### src/include/sms_pkg.sv
// sms_pkg: constants and carrier types of the stepping sequencer.
// assumes a single 100 MHz clock; all pins synchronous to it.
`default_nettype none

package sms_pkg;

	// -----------------------------------------------------------------
	// clock and timing
	// -----------------------------------------------------------------
	localparam int CLK_MHZ = 100;
	localparam int POS_W = 6;
	localparam int RATIO_W = 7;
	localparam logic [POS_W-1:0] POS_RESET = 6'h00;
	localparam logic [RATIO_W-1:0] RATIO_FULL = 7'h64;
	localparam logic [RATIO_W-1:0] RATIO_HALF_LOW = 7'h47;

	// -----------------------------------------------------------------
	// interrupt status layout
	// -----------------------------------------------------------------
	localparam int IRQ_W = 3;
	localparam int IRQ_STEP_BIT = 0;
	localparam int IRQ_OVERCUR_BIT = 1;
	localparam int IRQ_OVERHEAT_BIT = 2;

	// -----------------------------------------------------------------
	// register port map
	// -----------------------------------------------------------------
	localparam int ADDR_W = 4;
	localparam logic [ADDR_W-1:0] REG_STATUS = 4'h0;
	localparam logic [ADDR_W-1:0] REG_MASK = 4'h4;
	localparam logic [ADDR_W-1:0] REG_POSITION = 4'h8;
	localparam logic [ADDR_W-1:0] REG_DRIVE = 4'hc;
	localparam logic [IRQ_W-1:0] MASK_RESET = 3'h0;

	// fault output encoding (none, overcurrent, overheat)
	localparam logic [1:0] FAULT_NONE = 2'h0;
	localparam logic [1:0] FAULT_OVERCUR = 2'h1;
	localparam logic [1:0] FAULT_OVERHEAT = 2'h2;

	typedef enum logic [2:0] {
		SMS_FULL,
		SMS_HALF,
		SMS_QUARTER,
		SMS_EIGHTH,
		SMS_SIXTEENTH
	} sms_mode_type;

	typedef struct packed {
		logic phase_a;
		logic phase_ab;
		logic phase_b;
		logic phase_bb;
		logic [RATIO_W-1:0] ratio_a;
		logic [RATIO_W-1:0] ratio_b;
	} sms_drive_type;

	typedef struct packed {
		logic [ADDR_W-1:0] addr;
		logic [31:0] wdata;
		logic wr;
		logic rd;
	} sms_bus_req_type;

	// percent of peak winding current for angle index 0..16 sixteenths
	function automatic logic [RATIO_W-1:0] sms_ratio(input logic [4:0] k);
		logic [RATIO_W-1:0] r;
		r = 7'h00;
		unique case (k)
			5'h00: r = 7'h00;
			5'h01: r = 7'h0b;
			5'h02: r = 7'h14;
			5'h03: r = 7'h1e;
			5'h04: r = 7'h28;
			5'h05: r = 7'h2f;
			5'h06: r = 7'h37;
			5'h07: r = 7'h40;
			5'h08: r = 7'h47;
			5'h09: r = 7'h4d;
			5'h0a: r = 7'h53;
			5'h0b: r = 7'h57;
			5'h0c: r = 7'h5d;
			5'h0d: r = 7'h5f;
			5'h0e: r = 7'h61;
			5'h0f: r = 7'h64;
			default: r = 7'h64;
		endcase
		return r;
	endfunction : sms_ratio

endpackage : sms_pkg

`default_nettype wire

### src/logic/sms_sequencer.sv
// sms_sequencer: phase sequencer, current ratio table, fault latch,
// excitation monitor and a small register port with interrupt.
// assumes every pin is synchronous to clk_i and cleanly levelled.
//
// The placing of the registers and strobed register access were chosen for this implementation.
`default_nettype none

module sms_sequencer
	import sms_pkg::*;
(
	// clock and reset
	input wire logic clk_i,
	input wire logic resetn_i,
	// host control pins
	input wire logic step_clock_i,
	input wire logic rotation_direction_i,
	input wire logic mode_bit_lo_i,
	input wire logic mode_bit_hi_i,
	input wire logic edge_bit_i,
	input wire logic output_enable_i,
	// fault detectors
	input wire logic overcurrent_i,
	input wire logic overheat_i,
	// register port
	input wire logic [ADDR_W-1:0] reg_addr_i,
	input wire logic [31:0] reg_wdata_i,
	input wire logic reg_wr_i,
	input wire logic reg_rd_i,
	output logic [31:0] reg_rdata_o,
	output logic irq_o,
	// drive and status outputs
	output sms_drive_type drive_o,
	output logic excitation_monitor_out_o,
	output logic fault_flag_n_o,
	output logic fault_flag_n_oe_o,
	output logic [1:0] fault_level_out_o
);

	// -----------------------------------------------------------------
	// state
	// -----------------------------------------------------------------
	typedef struct packed {
		logic clk_prev;
		logic [POS_W-1:0] pos;
		logic overcur;
		logic overheat;
		logic monitor;
		logic [IRQ_W-1:0] status;
		logic [IRQ_W-1:0] mask;
		logic [31:0] rdata;
		sms_drive_type drive;
	} sms_state_type;

	sms_state_type s_q, s_d;
	sms_mode_type mode;
	logic rise, fall, step, enabled, fault;
	logic [POS_W-1:0] inc;
	logic [POS_W-1:0] pos_next;
	logic [IRQ_W-1:0] events;
	sms_bus_req_type req;

	// -----------------------------------------------------------------
	// helpers
	// -----------------------------------------------------------------
	// snap a position to the grid of the mode so coarse modes pick table
	// entries only; phase itself is never lost on a mode change
	function automatic logic [POS_W-1:0] sms_snap(input logic [POS_W-1:0] p,
			input sms_mode_type m);
		logic [POS_W-1:0] r;
		r = p;
		unique case (m)
			SMS_FULL: r = {p[5:4], 4'h8};
			SMS_HALF: r = {p[5:3], 3'h0};
			SMS_QUARTER: r = {p[5:2], 2'h0};
			SMS_EIGHTH: r = {p[5:1], 1'h0};
			SMS_SIXTEENTH: r = p;
		endcase
		return r;
	endfunction : sms_snap

	// -----------------------------------------------------------------
	// mode decode
	// -----------------------------------------------------------------
	always_comb begin
		mode = SMS_FULL;
		unique case ({edge_bit_i, mode_bit_hi_i, mode_bit_lo_i})
			3'h4: mode = SMS_FULL;
			3'h5: mode = SMS_HALF;
			3'h6: mode = SMS_QUARTER;
			3'h7: mode = SMS_EIGHTH;
			3'h0: mode = SMS_HALF;
			3'h1: mode = SMS_QUARTER;
			3'h2: mode = SMS_EIGHTH;
			3'h3: mode = SMS_SIXTEENTH;
		endcase
	end

	always_comb begin
		inc = 6'h01;
		unique case (mode)
			SMS_FULL: inc = 6'h10;
			SMS_HALF: inc = 6'h08;
			SMS_QUARTER: inc = 6'h04;
			SMS_EIGHTH: inc = 6'h02;
			SMS_SIXTEENTH: inc = 6'h01;
		endcase
	end

	assign fault = s_q.overcur | s_q.overheat;
	assign enabled = output_enable_i;
	assign rise = step_clock_i & ~s_q.clk_prev;
	assign fall = ~step_clock_i & s_q.clk_prev;
	assign step = enabled & (rise | (fall & ~edge_bit_i));
	assign pos_next = rotation_direction_i ? s_q.pos - inc : s_q.pos + inc;
	assign req = '{addr: reg_addr_i, wdata: reg_wdata_i, wr: reg_wr_i,
		rd: reg_rd_i};

	always_comb begin
		events = '0;
		events[IRQ_STEP_BIT] = step;
		events[IRQ_OVERCUR_BIT] = overcurrent_i & ~s_q.overcur;
		events[IRQ_OVERHEAT_BIT] = overheat_i & ~s_q.overheat;
	end

	// -----------------------------------------------------------------
	// next state
	// -----------------------------------------------------------------
	always_comb begin
		logic [POS_W-1:0] p;
		logic [3:0] off;
		logic [RATIO_W-1:0] ra, rb;
		p = '0;
		off = '0;
		ra = '0;
		rb = '0;
		s_d = s_q;
		// tracked even while disabled, so an edge made then is dropped
		// on resume instead of being replayed as a late step
		s_d.clk_prev = step_clock_i;
		if (step) begin
			s_d.pos = pos_next;
			s_d.monitor = ~s_q.monitor;
		end
		// latch faults until reset
		if (overcurrent_i) begin
			s_d.overcur = 1'b1;
		end
		if (overheat_i) begin
			s_d.overheat = 1'b1;
		end
		// sine/cosine from snapped position; quadrant gives polarity
		p = sms_snap(s_d.pos, mode);
		off = p[3:0];
		ra = sms_ratio({1'b0, off});
		rb = sms_ratio(5'h10 - {1'b0, off});
		if (mode == SMS_FULL) begin
			ra = RATIO_FULL;
			rb = RATIO_FULL;
		end
		if (mode == SMS_HALF) begin
			// rising-edge half step holds full current on each energised winding; a is off at offset 0
			if (edge_bit_i) begin
				ra = (off == 4'h0) ? 7'h00 : RATIO_FULL;
				rb = RATIO_FULL;
			end else if (off != 4'h0) begin
				ra = RATIO_HALF_LOW;
				rb = RATIO_HALF_LOW;
			end else begin
				ra = 7'h00;
				rb = RATIO_FULL;
			end
		end
		// odd quadrants run the table backwards: sine falls, cosine rises
		if (p[4]) begin
			{ra, rb} = {rb, ra};
		end
		s_d.drive.ratio_a = ra;
		s_d.drive.ratio_b = rb;
		s_d.drive.phase_a = ~p[5] & (ra != 7'h00);
		s_d.drive.phase_ab = p[5] & (ra != 7'h00);
		s_d.drive.phase_b = (p[5] ~^ p[4]) & (rb != 7'h00);
		s_d.drive.phase_bb = (p[5] ^ p[4]) & (rb != 7'h00);
		if (!output_enable_i || s_d.overcur || s_d.overheat) begin
			s_d.drive = '0;
		end
		// write-one-to-clear; a new event wins over the clear
		if (req.wr && req.addr == REG_STATUS) begin
			s_d.status = s_q.status & ~req.wdata[IRQ_W-1:0];
		end
		s_d.status = s_d.status | events;
		if (req.wr && req.addr == REG_MASK) begin
			s_d.mask = req.wdata[IRQ_W-1:0];
		end
		s_d.rdata = '0;
		if (req.rd) begin
			unique case (req.addr)
				REG_STATUS: s_d.rdata[IRQ_W-1:0] = s_q.status;
				REG_MASK: s_d.rdata[IRQ_W-1:0] = s_q.mask;
				REG_POSITION: s_d.rdata[POS_W-1:0] = s_q.pos;
				REG_DRIVE: s_d.rdata[$bits(sms_drive_type)-1:0] = s_q.drive;
				default: s_d.rdata = '0;
			endcase
		end
	end

	// -----------------------------------------------------------------
	// registers
	// -----------------------------------------------------------------
	always_ff @(posedge clk_i or negedge resetn_i) begin
		if (!resetn_i) begin
			s_q <= '{clk_prev: 1'b0, pos: POS_RESET, overcur: 1'b0,
				overheat: 1'b0, monitor: 1'b0, status: '0,
				mask: MASK_RESET, rdata: '0, drive: '0};
		end else begin
			s_q <= s_d;
		end
	end

	// -----------------------------------------------------------------
	// outputs
	// -----------------------------------------------------------------
	assign drive_o = s_q.drive;
	assign reg_rdata_o = s_q.rdata;
	assign irq_o = |(s_q.status & s_q.mask);
	assign excitation_monitor_out_o = s_q.monitor;
	assign fault_flag_n_o = 1'b0;
	assign fault_flag_n_oe_o = fault;
	// overheat takes priority when both are latched
	assign fault_level_out_o = s_q.overheat ? FAULT_OVERHEAT :
		(s_q.overcur ? FAULT_OVERCUR : FAULT_NONE);

endmodule : sms_sequencer

`default_nettype wire

### config.mk
export PLATFORM = sky130hd
export DESIGN_NAME = sms_sequencer
export DESIGN_NICKNAME = d
export VERILOG_FILES = /design/src/include/sms_pkg.sv /design/src/logic/sms_sequencer.sv
export SDC_FILE = /design/constraint.sdc
export NUM_CORES = 1
export LEC_CHECK = 0
export BUFFER_PORTS_ARGS = -buffer_cell sky130_fd_sc_hd__buf_2
export CAP_MARGIN = 20
export CORE_MARGIN = 1
export CORE_UTILIZATION = 57
export DETAILED_ROUTE_END_ITERATION = 16
export HOLD_SLACK_MARGIN = 0.05
export PLACE_DENSITY = 0.86
export REMOVE_ABC_BUFFERS = 1
export SETUP_SLACK_MARGIN = 0.05
export SLEW_MARGIN = 10
export SYNTH_ARGS = -nofsm -noshare
export SYNTH_HDL_FRONTEND = slang
export SYNTH_SLANG_ARGS = --single-unit
### constraint.sdc
create_clock -name clk_i -period 12.5 [get_ports clk_i]
set_clock_uncertainty 0.15 [all_clocks]
set_input_delay 1.25 -clock clk_i [delete_from_list [all_inputs] [get_ports clk_i]]
set_output_delay 1.25 -clock clk_i [all_outputs]
set_load 0.01 [all_outputs]
After elaboration in Yosys (flattened, before gate mapping). Memory sizes are Yosys's and may differ from the RTL's. Cells that the tools add are included.

Add/sub/neg operators: 3. $mul: 0. Divide/modulo/power cells: 0. Magnitude comparators: 0. Equal/unequal tests: 7. Shift-type cells: 0. Muxes and demuxes: 26. Bitwise gates (word level): 25. Reductions and logical operators: 12.

Operator list (count): 2-to-1 mux 7 bit (10); one-hot mux 6 bit (5 select lines) (2); 2-to-1 mux 18 bit (2); 2-to-1 mux 6 bit (4); nonzero test 7 bit (2); 2-to-1 mux 12 bit (1); one-hot mux 3 bit (4 select lines) (1); AND 1 bit (10); equality test 4 bit, second input constant (2); logical NOT 4 bit (2); NOT 1 bit (7); adder 6 bit (1); AND 3 bit (2); equality test 3 x 2 -> 1 bit, second input constant (2); one-hot mux 3 bit (2 select lines) (1); subtractor 6 bit (1); subtractor 5 x 4 -> 5 bit, first input constant (1); equality test 4 x 3 -> 1 bit, second input constant (1); nonzero test 4 bit (1); equality test 3 x 1 -> 1 bit, second input constant (1); equality test 3 bit, second input constant (1); logical NOT 3 bit (1); 2-to-1 mux 1 bit (3); 2-to-1 mux 3 bit (1); 10 further kinds (13).

Bits in registers: 66. Latch bits: 0. Memory bits (writable): 0. Bits in read-only memories: 248. Input port bits: 48. Output and inout bits: 56. Word-level logic and storage cells: 90. Memories: 3.

Memories: (name not given) (depth 16, bits a word 7, read ports 1, clocked after Yosys merged registers in 0, wr ports 0, line sms_pkg.sv:68) `unique case (k)`; (name not given) (depth 16, bits a word 7, read ports 1, clocked after Yosys merged registers in 0, wr ports 0, line sms_pkg.sv:68); (name not given) (depth 8, bits a word 3, read ports 1, clocked after Yosys merged registers in 0, wr ports 0, line sms_sequencer.sv:86) `unique case ({edge_bit_i, mode_bit_hi_i, mode_bit_lo_i})`.

Longest topological paths before layout. An unclocked memory read counts as a cell.

Depth in word-level cells: 16. Mapped depth: 21. Depth with buffers taken out: 20.

Worst setup path before layout. No wires, ideal clock.

Path type: input to register. Start point: input port mode_bit_lo_i. End point: register s_q (netlist bit drive_o[16]). Arrival time: 5901 ps. Data required time: 12264 ps. Setup slack: 6363 ps. Cell stages on the path: 21. Path buffers: 1. Path through: ha_1 -> buf_4 -> nand3b_1 -> nor2_1 -> inv_1 -> ha_1 -> a21oi_1 -> mux2i_1 -> fa_1 -> a21bo_2 -> a222oi_1 -> inv_1 -> ha_1 -> inv_1 -> xnor2_2 -> mux2_2 -> mux2_2 -> a22oi_1 -> nor3b_1 -> and4_1 -> nor3_1.

RTL lines: start: declaration (line sms_sequencer.sv:17) `input wire logic mode_bit_lo_i,`; end signal: assignment (line sms_sequencer.sv:211) `s_q <= '{clk_prev: 1'b0, pos: POS_RESET, overcur: 1'b0,`; end: declaration (line sms_sequencer.sv:54) `sms_state_type s_q, s_d;`.

==> run summary <==
==================================================================================
Clock sink count                                                                52
Total negative slack                                                          0 ps
Internal Dissipation                                                   0.0003686 W
Number of remaining DRC errors                                                   0
Outcome                                                                  completed
Maximum number of buffers from clock root to sink                                2
Cell seen most often among critical-path stages                       sky130_fd_sc_hd__ha_1
Normalized max-slew margin                                                  0.2591
NetSw                                                                  0.0002318 W
Max rail drop VDD                                                         109.9 uV
Setup slack, reg-to-reg                                                    7490 ps
Overall Global Routing Usage                                                0.2227
Count of filler cells inserted in the layout                                   530
Sequential fraction of the synthesis area                                   0.3462
Number of cells traversed by the worst register-to-register path                16
Crit Path Max Fanout                                                            19
Diodes inserted                                                                  0
Total of max-cap violations                                                      0
Busiest grt layer                                                             met2
Required arrival time at the worst endpoint                               12490 ps
Total overflow reported by the global router                                     0
Worst hold path endpoint                                              excitation_monitor_out_o
Critical setup path kind                                              input port to flip-flop
Growth of design area from synthesis to finish                              3.429%
Master of the slowest instance on the critical path                   sky130_fd_sc_hd__a222oi_1
Count of yosys warnings during synthesis                                         0
Buffer type at the clock tree root                                    sky130_fd_sc_hd__clkbuf_8
Setup repair after global routing missed its margin                          false
First-pass GRT wire length                                                12.56 mm
Fraction of met2 tracks used by global routing                              0.3875
DRT Pass-1 Iters                                                                 4
Worst endpoint data arrival time                                           7090 ps
Register share of total power                                                0.332
Height of the die                                                         83.21 um
Largest net degree at the start of global routing                               53
Initial antenna violation count                                                  0
Share of cells above drive strength 1                                       0.2024
Number of buffers created by CTS                                                 5
Max-slew violation count                                                         0
Post-route fraction of the period consumed by the critical path             0.5677
Share of flip-flops with an asynchronous set or reset                        1.000
Post-layout min period                                                     7097 ps
Logic pwr share                                                              0.452
Switching portion of total power                                            0.3861
Wire length per cell                                                      15.36 um
Endpoint type of the worst setup path                                    flip-flop
Clock transition at the registers of the reported paths                      80 ps
Clock tree from TritonCTS                                                     done
Share of power burned in the clock network                                   0.215
Total wire length after detailed routing                                  7.712 mm
Fin. Hold Viols                                                                  0
Cells along the critical path                                         buf_2 > ha_1 > nand3b_1 > nor2_1 > inv_1 > ha_1 > a21oi_1 > mux2i_1 > fa_1 > a21bo_2 > a222oi_1 > inv_1 > ha_1 > inv_1 > xnor2_2 > ha_1 > nand2b_1 > a32oi_1 > nand3b_1 > nor4bb_2 > nor3b_1
Number of I/O pins                                                             104
Biggest cell delay along the critical path                                  850 ps
Setup crit start kind                                                   input port
Count of H-tree levels built during CTS                                          2
DP HPWL                                                                   5.699 mm
Worst min-delay path class                                            flip-flop to flip-flop
Remaining number of nets flagged by the antenna check after routing              0
Maximum clock frequency                                                  140.9 MHz
Placeable core region                                                 0.006350 mm^2
Leakage                                                                   1.901 nW
Final setup violation count                                                      0
Final net count                                                                491
CTS-repair resized insts                                                         0
Launch instance of the worst register-to-register path                     s_q[59]
Number of flops mapped to enable cells by yosys                                  0
Last weighted congestion value of the routability-driven placer             0.9157
Postcts setup bufs                                                               0
Vias                                                                          2932
Via density per instance                                                     5.841
Worst hold path startpoint                                            excitation_monitor_out_o
Post-synthesis instance area                                          0.003759 mm^2
Starting Density                                                            0.5919
Vias in the first global route                                                2623
Reg-to-Reg End                                                         drive_o[14]
Total power                                                            0.0006004 W
Most instantiated flip-flop cell in the synthesis netlist             sky130_fd_sc_hd__dfrtp_1
Later-pin clock latency in the skew report                                  300 ps
X dimension of the die                                                    83.21 um
Number of synthesized register bits                                             52
Fraction of met3 tracks used by global routing                             0.02783
Distinct cell type count after synthesis                                        69
Worst hold path depth                                                            1
Post-synthesis average cell area                                        9.145 um^2
# port buffers                                                                  59
First DRT Iteration DRCs                                                       198
Cts-stage hold buffer count                                                      0
Number of rows in the core area                                                 29
Power density over the cells                                          154.4 mW/mm^2
Number of instances in the synthesized netlist                                 411
Met1 layer usage reported by global route                                   0.2837
Die area                                                              0.006923 mm^2
Worst-margin pin slew                                                      1111 ps
==================================================================================
[routing by layer]
layer	routed length, um	vias to the layer above
met5	0	-
met2	3796	124
li1	-	1403
met1	3287	1386
met4	192	0
met3	435	19
[worst max path at each step]
stage | start | slack (ps) | cells past startpoint | to
finish | mode_bit_lo_i | 5400 | 21 | drive_o[14]
global route | mode_bit_lo_i | 5050 | 21 | drive_o[14]
CTS | mode_bit_lo_i | 5470 | 21 | drive_o[14]
detailed placement | mode_bit_lo_i | 5230 | 21 | drive_o[15]
global placement | mode_bit_lo_i | 5450 | 21 | drive_o[15]
floorplan | mode_bit_lo_i | 6380 | 20 | drive_o[16]
[power groups by stage]
| stage | registers [W] | clock network, W | logic (W) |
|---|---|---|---|
| finish | 0.000200 | 0.000129 | 0.000272 |
| global route | 0.000201 | 0.000139 | 0.000299 |
| CTS | 0.000199 | 0.000132 | 0.000267 |
| detailed placement | 0.000202 | 0 | 0.000264 |
| global placement | 0.000200 | 0 | 0.000258 |
| floorplan | 0.000197 | 0 | 0.000205 |
[worst max-delay path: cells and delay by family]
family                     cells  cell delay (ps)
adders and majority gates      5             1900
xor gates and xnor gates       1              230
and+or+nand+nor                6             1230
muxes                          1              150
AOI/OAI and AO/OA              4             1520
buffers and inverters          4              780
[layout by cell type (no fill, tap or decap), types with 13 or more instances in the layout]
cell type,instances
sky130_fd_sc_hd__and2_1,18
sky130_fd_sc_hd__buf_2,59
sky130_fd_sc_hd__conb_1,15
sky130_fd_sc_hd__nor2_1,31
sky130_fd_sc_hd__nor3_1,13
sky130_fd_sc_hd__nand2_1,23
sky130_fd_sc_hd__a21oi_1,22
sky130_fd_sc_hd__ha_1,17
sky130_fd_sc_hd__o21ai_0,16
sky130_fd_sc_hd__dfrtp_1,52
sky130_fd_sc_hd__inv_1,25
[cell usage after synthesis (all sizes together) (3+ instances only)]
cell type | n | area share
xor2 | 3 | 0.012
mux2 | 3 | 0.010
o31ai | 5 | 0.014
o21ai | 18 | 0.025
inv | 25 | 0.025
a211oi | 3 | 0.0060
xnor2 | 7 | 0.018
mux4 | 3 | 0.018
mux2i | 7 | 0.019
nand2b | 9 | 0.015
buf | 58 | 0.11
o221ai | 4 | 0.011
nor2b | 5 | 0.0083
nor2 | 31 | 0.031
nor3 | 13 | 0.017
clkbuf | 9 | 0.0093
and3 | 3 | 0.0050
nand3 | 8 | 0.011
a31oi | 4 | 0.0067
or3b | 4 | 0.0093
ha | 17 | 0.057
and2 | 19 | 0.032
a22oi | 5 | 0.010
a32oi | 3 | 0.0090
a32o | 3 | 0.0080
a21oi | 22 | 0.029
dfrtp | 52 | 0.35
nor3b | 4 | 0.0080
a21o | 3 | 0.0060
nand2 | 23 | 0.023
nand3b | 5 | 0.010
[flip-flops by register name, summed over array words and instances, names as in the netlist]
signal                    count
excitation_monitor_out_o      1
drive_o                      18
reg_rdata_o                  18
s_q                          15
[cells by family (layout without fill, tap and decap cells)]
family | Yosys count | count (layout) | synth area share
simple gates | 136 | 136 | 0.1991
buf+inv | 93 | 93 | 0.1495
compound gates | 88 | 88 | 0.1655
flops | 52 | 52 | 0.3462
fa+ha+maj | 18 | 18 | 0.06192
mux | 13 | 13 | 0.04660
xor+xnor | 10 | 10 | 0.03030
other cells | 1 | 15 | 0.0009977
[final cells by class]
cell class                      count  area (um^2)  area share
Clock buffer                        5        68.82     0.01770
Clock inverter                      2        60.06     0.01545
Inverter                           26        97.59     0.02510
Multi-Input combinational cell    280         1948      0.5011
Sequential cell                    52         1301      0.3347
Tap cell                           77        96.34     0.02478
Timing Repair Buffer               60        315.3     0.08111
[through the flow]
stage / setup slack (ps) / cells / hold WS, ps / util / cell area, um^2
finish: 5403 / 502 / 317.7 / 0.6122 / 3887
global route: 5052 / 502 / 354.9 / 0.6122 / 3887
CTS: 5467 / 501 / 324.2 / 0.6091 / 3867
detailed placement: 5234 / 494 / 309.9 / 0.5888 / 3739
global placement: 5449 / 494 / 309.3 / 0.5888 / 3739
floorplan: 6383 / 358 / 303.9 / - / 3347
Note: power is estimated with default switching activity, not from simulation.
